<file path="src/sdacfg_cfg.svh">
`ifndef SDACFG_CFG_SVH
`define SDACFG_CFG_SVH

// ==========================================================================
// Bus geometry
`define SDACFG_ADDR_W 14
`define SDACFG_DATA_W 16
`define SDACFG_STREAMS 32

// ==========================================================================
// Register map (word addresses on the parallel port)
`define SDACFG_BP_BASE 14'h0063
`define SDACFG_BP_LAST 14'h0082
`define SDACFG_LO_BASE 14'h0083
`define SDACFG_LO_LAST 14'h00A2

// ==========================================================================
// Field layout and reset values
`define SDACFG_BP_FIELD_W 5
`define SDACFG_LO_FIELD_W 2
`define SDACFG_BP_RESET 5'h00
`define SDACFG_LO_RESET 2'h0

// ==========================================================================
// Sampling points, in quarters of a bit
`define SDACFG_SP_FRAC 3'h3
`define SDACFG_SP_00 3'h3
`define SDACFG_SP_01 3'h4
`define SDACFG_SP_10 3'h1
`define SDACFG_SP_11 3'h2

// ==========================================================================
// Output advancement, in internal clock cycles
`define SDACFG_ADV_00 3'h0
`define SDACFG_ADV_01 3'h2
`define SDACFG_ADV_10 3'h4
`define SDACFG_ADV_11 3'h6

// ==========================================================================
// Frame timing
`define SDACFG_CLK_PERIOD_NS 10
`define SDACFG_FRAME_NS 125000
`define SDACFG_FRAME_CYCLES (`SDACFG_FRAME_NS / `SDACFG_CLK_PERIOD_NS)
`define SDACFG_POS_W 14

`endif

</file>
<file path="src/sdacfg_pkg.sv">
package sdacfg_pkg;
    `include "sdacfg_cfg.svh"

    // ======================================================================
    // Types
    typedef logic [`SDACFG_ADDR_W-1:0] sdacfg_addr_t;
    typedef logic [`SDACFG_DATA_W-1:0] sdacfg_data_t;
    typedef logic [`SDACFG_BP_FIELD_W-1:0] sdacfg_bp_field_t;
    typedef logic [`SDACFG_LO_FIELD_W-1:0] sdacfg_lo_field_t;
    typedef logic [4:0] sdacfg_delay_t;
    typedef logic [2:0] sdacfg_qtr_t;
    typedef logic [2:0] sdacfg_adv_t;
    typedef logic [`SDACFG_POS_W-1:0] sdacfg_pos_t;

    // ======================================================================
    // Decoders
    function automatic sdacfg_delay_t sdacfg_bp_delay(input sdacfg_bp_field_t f,
                                                      input logic sel);
        return sel ? {f[4:2], 2'b00} : f;
    endfunction

    function automatic sdacfg_qtr_t sdacfg_bp_sample(input sdacfg_bp_field_t f,
                                                     input logic sel);
        sdacfg_qtr_t q;
        q = `SDACFG_SP_FRAC;
        if (sel) begin
            unique case (f[1:0])
                2'b00: q = `SDACFG_SP_00;
                2'b01: q = `SDACFG_SP_01;
                2'b10: q = `SDACFG_SP_10;
                2'b11: q = `SDACFG_SP_11;
            endcase
        end
        return q;
    endfunction

    function automatic sdacfg_adv_t sdacfg_adv(input sdacfg_lo_field_t f);
        sdacfg_adv_t a;
        a = `SDACFG_ADV_00;
        unique case (f)
            2'b00: a = `SDACFG_ADV_00;
            2'b01: a = `SDACFG_ADV_01;
            2'b10: a = `SDACFG_ADV_10;
            2'b11: a = `SDACFG_ADV_11;
        endcase
        return a;
    endfunction
endpackage

</file>
<file path="src/sdacfg_frame_if.sv">
`timescale 1ns/100ps
`include "sdacfg_cfg.svh"
interface sdacfg_frame_if;
    logic [`SDACFG_POS_W-1:0] pos;
    logic boundary;
    modport timer(output pos, output boundary);
    modport user(input pos, input boundary);
endinterface

</file>
<file path="src/sdacfg_frame_timer.sv">
`timescale 1ns/100ps
`include "sdacfg_cfg.svh"
module sdacfg_frame_timer #(
    parameter int FRAME_CYCLES = `SDACFG_FRAME_CYCLES
) (
    input wire logic mclk_i,
    input wire logic arst_n_i,
    input wire logic frame_ref_i,
    sdacfg_frame_if.timer frm
);
    import sdacfg_pkg::*;

    sdacfg_pos_t pos_reg;

    // ======================================================================
    // Position within the output frame, realigned by the frame reference
    always_ff @(posedge mclk_i or negedge arst_n_i) begin
        if (!arst_n_i) begin
            pos_reg <= '0;
        end else if (frame_ref_i || pos_reg == sdacfg_pos_t'(FRAME_CYCLES - 1)) begin
            pos_reg <= '0;
        end else begin
            pos_reg <= pos_reg + sdacfg_pos_t'(1);
        end
    end

    assign frm.pos = pos_reg;
    assign frm.boundary = (pos_reg == '0);
endmodule

</file>
<file path="src/sdacfg_stream_delay_advance.sv">
`timescale 1ns/100ps
`include "sdacfg_cfg.svh"

module sdacfg_stream_delay_advance #(
    parameter int STREAMS = `SDACFG_STREAMS,
    parameter int FRAME_CYCLES = `SDACFG_FRAME_CYCLES
) (
    input wire logic mclk_i,
    input wire logic arst_n_i,
    input wire logic cpu_sel_i,
    input wire logic cpu_wr_i,
    input sdacfg_pkg::sdacfg_addr_t cpu_addr_i,
    input sdacfg_pkg::sdacfg_data_t cpu_wdata_i,
    output sdacfg_pkg::sdacfg_data_t cpu_rdata_o,
    output logic cpu_ack_o,
    input wire logic sample_point_select_i,
    input wire logic frame_ref_i,
    output sdacfg_pkg::sdacfg_delay_t bp_delay_quarters_o [STREAMS],
    output sdacfg_pkg::sdacfg_qtr_t bp_sample_point_o [STREAMS],
    output sdacfg_pkg::sdacfg_adv_t lo_advance_cycles_o [STREAMS],
    output logic [STREAMS-1:0] lo_stream_start_o,
    output logic generated_frame_pulse_out_o
);
    import sdacfg_pkg::*;

    // ======================================================================
    // Storage
    sdacfg_bp_field_t bp_field_reg [STREAMS];
    sdacfg_lo_field_t lo_field_reg [STREAMS];
    sdacfg_data_t rdata_reg;
    logic ack_reg;
    logic [STREAMS-1:0] start_reg;
    logic frame_pulse_reg;
    sdacfg_delay_t delay_reg [STREAMS];
    sdacfg_qtr_t sample_reg [STREAMS];
    sdacfg_adv_t adv_reg [STREAMS];

    sdacfg_addr_t bp_off;
    sdacfg_addr_t lo_off;
    logic [4:0] bp_idx;
    logic [4:0] lo_idx;
    logic bp_hit;
    logic lo_hit;
    logic wr_strobe;
    logic rd_strobe;

    sdacfg_frame_if frm ();

    sdacfg_frame_timer #(
        .FRAME_CYCLES(FRAME_CYCLES)
    ) u_timer (
        .mclk_i(mclk_i),
        .arst_n_i(arst_n_i),
        .frame_ref_i(frame_ref_i),
        .frm(frm)
    );

    // ======================================================================
    // Address decode
    function automatic logic in_window(input sdacfg_addr_t a, input sdacfg_addr_t lo,
                                       input sdacfg_addr_t hi);
        return (a >= lo) && (a <= hi);
    endfunction

    function automatic sdacfg_pos_t start_pos(input sdacfg_adv_t adv);
        sdacfg_pos_t p;
        p = '0;
        if (adv != '0) begin
            p = sdacfg_pos_t'(FRAME_CYCLES) - sdacfg_pos_t'(adv);
        end
        return p;
    endfunction

    assign bp_off = cpu_addr_i - `SDACFG_BP_BASE;
    assign lo_off = cpu_addr_i - `SDACFG_LO_BASE;
    assign bp_idx = bp_off[4:0];
    assign lo_idx = lo_off[4:0];
    assign bp_hit = in_window(cpu_addr_i, `SDACFG_BP_BASE, `SDACFG_BP_LAST);
    assign lo_hit = in_window(cpu_addr_i, `SDACFG_LO_BASE, `SDACFG_LO_LAST);
    assign wr_strobe = cpu_sel_i && cpu_wr_i;
    assign rd_strobe = cpu_sel_i && !cpu_wr_i;

    // ======================================================================
    // Backplane input delay registers
    always_ff @(posedge mclk_i or negedge arst_n_i) begin
        if (!arst_n_i) begin
            for (int i = 0; i < STREAMS; i++) begin
                bp_field_reg[i] <= `SDACFG_BP_RESET;
            end
        end else if (wr_strobe && bp_hit) begin
            // Only the field bits are kept; upper bits are expected zero
            bp_field_reg[bp_idx] <= cpu_wdata_i[`SDACFG_BP_FIELD_W-1:0];
        end
    end

    // ======================================================================
    // Local output advancement registers
    always_ff @(posedge mclk_i or negedge arst_n_i) begin
        if (!arst_n_i) begin
            for (int i = 0; i < STREAMS; i++) begin
                lo_field_reg[i] <= `SDACFG_LO_RESET;
            end
        end else if (wr_strobe && lo_hit) begin
            lo_field_reg[lo_idx] <= cpu_wdata_i[`SDACFG_LO_FIELD_W-1:0];
        end
    end

    // ======================================================================
    // Read port: one-cycle answer, unmapped words read as zero
    always_ff @(posedge mclk_i or negedge arst_n_i) begin
        if (!arst_n_i) begin
            rdata_reg <= '0;
        end else if (rd_strobe) begin
            rdata_reg <= '0;
            if (bp_hit) begin
                rdata_reg <= sdacfg_data_t'(bp_field_reg[bp_idx]);
            end else if (lo_hit) begin
                rdata_reg <= sdacfg_data_t'(lo_field_reg[lo_idx]);
            end
        end
    end

    always_ff @(posedge mclk_i or negedge arst_n_i) begin
        if (!arst_n_i) begin
            ack_reg <= 1'b0;
        end else begin
            ack_reg <= cpu_sel_i;
        end
    end

    // ======================================================================
    // Per-stream decode of delay, sampling point and advancement
    generate
        for (genvar g = 0; g < STREAMS; g++) begin : g_stream
            always_ff @(posedge mclk_i or negedge arst_n_i) begin
                if (!arst_n_i) begin
                    delay_reg[g] <= '0;
                    sample_reg[g] <= `SDACFG_SP_FRAC;
                end else begin
                    // Live select: all fields change meaning together
                    delay_reg[g] <= sdacfg_bp_delay(bp_field_reg[g],
                                                    sample_point_select_i);
                    sample_reg[g] <= sdacfg_bp_sample(bp_field_reg[g],
                                                      sample_point_select_i);
                end
            end

            always_ff @(posedge mclk_i or negedge arst_n_i) begin
                if (!arst_n_i) begin
                    adv_reg[g] <= '0;
                    start_reg[g] <= 1'b0;
                end else begin
                    adv_reg[g] <= sdacfg_adv(lo_field_reg[g]);
                    // Start leads the frame boundary by the advance count
                    start_reg[g] <= (frm.pos == start_pos(sdacfg_adv(lo_field_reg[g])));
                end
            end

            assign bp_delay_quarters_o[g] = delay_reg[g];
            assign bp_sample_point_o[g] = sample_reg[g];
            assign lo_advance_cycles_o[g] = adv_reg[g];
        end
    endgenerate

    // ======================================================================
    // Frame pulse, aligned with a zero-advance stream start
    always_ff @(posedge mclk_i or negedge arst_n_i) begin
        if (!arst_n_i) begin
            frame_pulse_reg <= 1'b0;
        end else begin
            frame_pulse_reg <= frm.boundary;
        end
    end

    assign cpu_rdata_o = rdata_reg;
    assign cpu_ack_o = ack_reg;
    assign lo_stream_start_o = start_reg;
    assign generated_frame_pulse_out_o = frame_pulse_reg;

    logic first_reg;

    always_ff @(posedge mclk_i or negedge arst_n_i) begin
        if (!arst_n_i) begin
            first_reg <= 1'b1;
        end else begin
            first_reg <= 1'b0;
        end
    end
endmodule

</file>
<file path="config.mk">
export PLATFORM = sky130hd
export DESIGN_NAME = sdacfg_stream_delay_advance
export DESIGN_NICKNAME = d
export VERILOG_FILES = /design/src/sdacfg_pkg.sv /design/src/sdacfg_frame_if.sv /design/src/sdacfg_frame_timer.sv /design/src/sdacfg_stream_delay_advance.sv
export VERILOG_INCLUDE_DIRS = /design/src
export SDC_FILE = /design/constraint.sdc
export NUM_CORES = 1
export LEC_CHECK = 0
export BUFFER_PORTS_ARGS = -buffer_cell sky130_fd_sc_hd__buf_2
export CORE_ASPECT_RATIO = 0.6
export CORE_MARGIN = 3
export CORE_UTILIZATION = 55
export CTS_CLUSTER_DIAMETER = 150
export DETAILED_ROUTE_END_ITERATION = 12
export PLACE_DENSITY = 0.78
export REMOVE_ABC_BUFFERS = 1
export SLEW_MARGIN = 10
export SYNTH_ARGS = -nofsm -noshare
export SYNTH_HDL_FRONTEND = slang
export SYNTH_HIERARCHICAL = 1
export SYNTH_SLANG_ARGS = --single-unit
</file>
<file path="constraint.sdc">
create_clock -name mclk_i -period 2.7 [get_ports mclk_i]
set_input_delay 0.27 -clock mclk_i [delete_from_list [all_inputs] [get_ports mclk_i]]
set_output_delay 0.27 -clock mclk_i [all_outputs]
set_load 0.005 [all_outputs]
</file>
# Yosys cells after proc, flatten, opt, wreduce, memory -nomap -nowiden
# Index checks and enable logic that the tools add are counted.
[classes] eq_ne=225 n_addsub=35 n_mux=175 reduce_logical=107 order_cmp=8 bitwise_logic=2
[op_table] op="$pmux W3 S4" n=64
[op_table] op="$mux W14" n=33
[op_table] op="$eq A14 B14 Y1" n=32
[op_table] op="$sub A13 B4 Y14 const A" n=32
[op_table] op="$eq A2 B2 Y1 const B" n=128
[op_table] op="$bwmux W160" n=1
[op_table] op="$eq A2 B1 Y1 const B" n=64
[op_table] op="$logic_not A2 Y1" n=64
[op_table] op="$mux W3" n=32
[op_table] op="$reduce_bool A3 Y1" n=32
[op_table] op="$mux W2" n=36
[op_table] op="$bwmux W64" n=1
[op_table] op="$le A14 B8 Y1 const B" n=2
[op_table] op="$bmux W5 S5" n=1
[op_table] op="$demux W5 S5" n=1
[op_table] op="$mux W16" n=1
[op_table] op="$mux W5" n=3
[op_table] op="$add A14 B1 Y14 const B" n=1
[op_table] op="$eq A14 B14 Y1 const B" n=1
[op_table] op="$ge A14 B7 Y1 const B" n=1
[op_table] op="$ge A14 B8 Y1 const B" n=1
[op_table] op="$logic_not A14 Y1" n=1
[op_table] op="$ge A6 B6 Y1 const B" n=2
[op_table] op="$lt A6 B1 Y1 const B" n=2
[op_table] op="other kinds (7)" n=16
[word_totals] elab_cells=748 regBits=640 in_bits=36

# Longest topological paths before layout
[logic_depth] depth_word=7 mapped_depth=11 depth_no_buf=8

# Hierarchy
# The synthesis kept the hierarchy.
[by_module_without_submodules] module="sdacfg_stream_delay_advance" cells_per_inst=2078 seq_area_each_um2=14669.1 area_per_inst_um2=26232.7 n_inst=1
[by_module_without_submodules] module="sdacfg_frame_timer" cells_per_inst=76 seq_area_each_um2=350.3 area_per_inst_um2=739.5 n_inst=1

# Least setup slack after synthesis
# No wires, ideal clock.
[synth_timing] kind="input-to-reg" start="in cpu_addr_i[0]" end="reg rdata_reg[0], in the netlist cpu_rdata_o[0]" path_buffers=3 slack_ns=0.268 t_arrival_ns=2.301 path_stages=10 cell_sequence="inv_1 -> ha_1 -> buf_2 -> buf_2 -> buf_1 -> mux4_2 -> mux2i_1 -> o32ai_1 -> o31ai_1 -> nand3_1"
[synth_via] elab_chain_cells=7
[synth_lines] element="from (decl)" line="sdacfg_stream_delay_advance.sv:12" text="input sdacfg_pkg::sdacfg_addr_t cpu_addr_i,"
[synth_lines] element="$sub A5 B2 Y5 (no line)"
[synth_lines] element="$not A5 Y6 (implied by the code)" line="sdacfg_stream_delay_advance.sv:116, sdacfg_stream_delay_advance.sv:118"
[synth_lines] element="$bmux W2 S5" line="sdacfg_stream_delay_advance.sv:118" text="rdata_reg <= sdacfg_data_t'(lo_field_reg[lo_idx]);"
[synth_lines] element="$mux W2 (implied by the code) (2 in series)" line="sdacfg_stream_delay_advance.sv:118"
[synth_lines] element="$mux W2" line="sdacfg_stream_delay_advance.sv:117" text="end else if (lo_hit) begin"
[synth_lines] element="$mux W16 *" line="sdacfg_stream_delay_advance.sv:115" text="if (bp_hit) begin"
[synth_lines] element="to (signal assigned)" line="sdacfg_stream_delay_advance.sv:116" text="rdata_reg <= sdacfg_data_t'(bp_field_reg[bp_idx]);"
[synth_lines] element="to (signal assigned)" line="sdacfg_stream_delay_advance.sv:118"
[synth_lines] element="to (decl)" line="sdacfg_stream_delay_advance.sv:30" text="sdacfg_data_t rdata_reg;"
# Every way passes the cells marked *; elsewhere a longest branch is shown, timed or not. The select of a mux whose other input is x is not followed.
# A chain may end at the register's enable or synchronous reset.

# Worst setup path after layout
[layout_timing] start="in cpu_addr_i[0]" end="reg rdata_reg[1], in the netlist cpu_rdata_o[1]"
# The elaborated chain is that of the path after synthesis.

==> impl_metrics.env <==
export IMPL_route_final_wire_length_um=70850
export IMPL_dp_hpwl_um=51430
export IMPL_netlist_top_cells_area="dfrtp_1, ha_1, mux2_2"
export IMPL_die_w_um=291.9
export IMPL_min_delay_start="sample_point_select_i"
export IMPL_grt_antenna_before_repair=5
export IMPL_core_region_area_um2=48170
export IMPL_finalCriticalPeriod_ns=2.353
export IMPL_grt_remaining_overflow=0
export IMPL_setup_worst_path_start_class="input port"
export IMPL_layoutNonFillerInstCount=3268
export IMPL_groute_usage_overall_pct=27.33
export IMPL_grt_pass1_vias=18840
export IMPL_ys_seq_elements=597
export IMPL_cts_inserted_buffers=54
export IMPL_setup_worst_path_start="cpu_addr_i[0]"
export IMPL_h_tree_lvls=2
export IMPL_ff2ff_path_depth=4
export IMPL_drt_iter0_markers=1441
export IMPL_vias_per_cell=5.545
export IMPL_io_buffers=383
export IMPL_post_synth_top_area_fraction_pct=49.45
export IMPL_r2r_start="u_timer/frm.pos[1]"
export IMPL_vias=18120
export IMPL_max_cap_violations=0
export IMPL_worst_ep_arrival_time_ns=2.85
export IMPL_num_io_pins=438
export IMPL_timing_fmax_ghz=0.4249
export IMPL_post_route_period_util_pct=87.16
export IMPL_placed_cells_incl_taps=3159
export IMPL_skew_ns=0.02339
export IMPL_die_area_um2=51820
export IMPL_std_cell_rows=62
export IMPL_layout_drive_gt1_share_pct=37.11
export IMPL_postRouteAntennaNets=0
export IMPL_synth_top_cell_by_area="dfrtp_1"
export IMPL_postPlaceCellArea_um2=29950
export IMPL_worstMarginPinSlew_ns=0.8142
export IMPL_final_setup_viol_count=0
export IMPL_clock_root_buffer="clkbuf_16"
export IMPL_number_of_cells_upsized_or_downsized_after_cts=0
export IMPL_layout_nets=2828
export IMPL_grt_max_degree=90
export IMPL_synth_cell_type_count=63
export IMPL_syn2layout_area_growth_pct=18.55
export IMPL_cts_tree="yes"
export IMPL_max_slew_margin_rel_pct=45.72
export IMPL_chipHeight_um=177.5
export IMPL_ys_seq_area_share_pct=55.68
export IMPL_final_max_slew_viol_count=0
export IMPL_cts_path_max_buffers=3
export IMPL_hold_end="bp_sample_point_o[7]"
export IMPL_synthesis_instances=2154
export IMPL_critical_path_class="input port to flop"
export IMPL_critical_path_endpoint_type="flop"
export IMPL_top_fanout_value_on_the_critical_path=7
export IMPL_power_per_cell_area_nw_per_um2=582.5
export IMPL_firstDrtPassIters=5
export IMPL_status="completed"
export IMPL_regToRegEndpoint="lo_stream_start_o[23]"
export IMPL_syn_avg_cell_area_um2=12.52
export IMPL_worst_skew_pair_late_latency_ns=0.61
export IMPL_postSynth_topFlopCell="dfrtp_1"
export IMPL_final_hold_viol_count=0
export IMPL_layout_filler_cells=3448
export IMPL_wire_length_of_the_first_global_routing_pass_um=109600
export IMPL_whs_ns=0.04374
export IMPL_start_util_pct=55.99
export IMPL_worst_hold_path_type="input port to flop"
export IMPL_synthArstFlopShare_pct=100.0
export IMPL_synth_area_um2=26970
export IMPL_synth_warning_count=6
export IMPL_avgRoutedWirePerCell_um=21.68
export IMPL_post_route_drc_count=0
export IMPL_power_static_leakage_nw=16.47
export IMPL_r2r_setup_slk_ns=0.48
export IMPL_numClockSinks=597
export IMPL_place_congestion=0.9107
export IMPL_finalInstanceArea_um2=31970
export IMPL_mostFrequentLayoutCells="dfrtp_1, buf_2, mux2_2"
export IMPL_synth_edff_count=0
export IMPL_clkTransAtPathRegs_ns=0.07
export IMPL_min_path_cells=2
export IMPL_crit_required_ns=3.20
export IMPL_setup_repair_after_global_routing_missed_its_margin="false"
export IMPL_final_common_cell="dfrtp_1"
export IMPL_worst_ir_drop_vdd_v=0.0006066
## cells in the mapped netlist, types with 29 or more instances
cell type,number
buf_4,44
dfrtp_1,533
nand2_1,95
a21oi_1,66
nor2_1,223
clkbuf_1,57
dfstp_2,64
ha_1,215
nor2b_1,30
or2_2,41
xor2_1,33
nand2b_1,29
xnor2_1,31
and2_1,33
nor4_1,32
inv_1,117
mux2_2,230
mux4_2,42
## power by group
part	internal (W)	switching (W)
clock	0.00494	0.00353
combinational	0.000352	0.000736
sequential	0.00903	0.0000355
## routing by layer
metal  part of all wire, %  vias to the layer above  global-route usage [%]  wire length (um)
met5                     0                        -                       0                 0
li1                      -                     8027                       -                 -
met3                   7.6                      119                   5.604              5404
met1                    43                     9257                   38.72             30660
met2                    46                      719                   43.28             32900
met4                   2.7                        0                   7.697              1889
## what timing repair did
item | in CTS | in global routing
hold endpoints to repair | 46 | 0
hold buffers | 2 | 0
buffers inserted | 0 | 0
## stage by stage
| step | TNS, ns | worst slack [ns] | util (%) | total power (W) |
|---|---|---|---|---|
| after CTS | 0 | 0.4169 | 66.34 | 0.01878 |
| after global routing | 0 | 0.2969 | 66.36 | 0.01926 |
| after detailed placement | -0.2425 | -0.2425 | 62.18 | 0.01032 |
| final | 0 | 0.3467 | 66.37 | 0.01862 |
| after floorplan | -3.939 | -0.7828 | - | 0.009628 |
| after global placement | -0.2436 | -0.2436 | 62.18 | 0.01028 |
## how the worst max path moves through the flow
stage / slack [ns] / depth (start not counted) / end
finish: 0.35 / 8 / cpu_rdata_o[1]
detailed placement: -0.24 / 8 / cpu_rdata_o[1]
CTS: 0.42 / 8 / cpu_rdata_o[1]
floorplan: -0.78 / 6 / cpu_rdata_o[1]
global route: 0.30 / 8 / cpu_rdata_o[1]
global placement: -0.24 / 8 / cpu_rdata_o[1]
## layout make-up
cell class / count / area, um^2 / area share [%]
sequential: 597 / 15020 / 46.98
timing repair buffer: 461 / 2723 / 8.515
clock inverter: 40 / 549.3 / 1.718
antenna: 6 / 15.01 / 0.04696
tap: 640 / 800.8 / 2.504
multi-input combinational: 1345 / 10990 / 34.36
inverter: 118 / 442.9 / 1.385
clock buffer: 61 / 1438 / 4.496
## cells by family after synthesis
logic type               count (synthesis)  share of synthesized area (%)
AND/OR/NAND/NOR                        568                          10.24
flip-flops                             597                          55.68
XOR/XNOR                                65                          2.139
adder cells (fa/ha/maj)                215                          9.974
other                                    1                        0.01390
AO/OA/AOI/OAI                          172                          4.221
buffers and inverters                  254                          4.249
multiplexers                           282                          13.48
## worst max-delay path, stage by stage
cell and delay [ns]:
buf_4 0.15, ha_1 0.29, xnor2_1 0.37, nand2_1 0.34
a211oi_1 0.56, a2111oi_0 0.14, or4_1 0.52, a21bo_1 0.20
No activity file was read; power rests on OpenSTA's default activity.
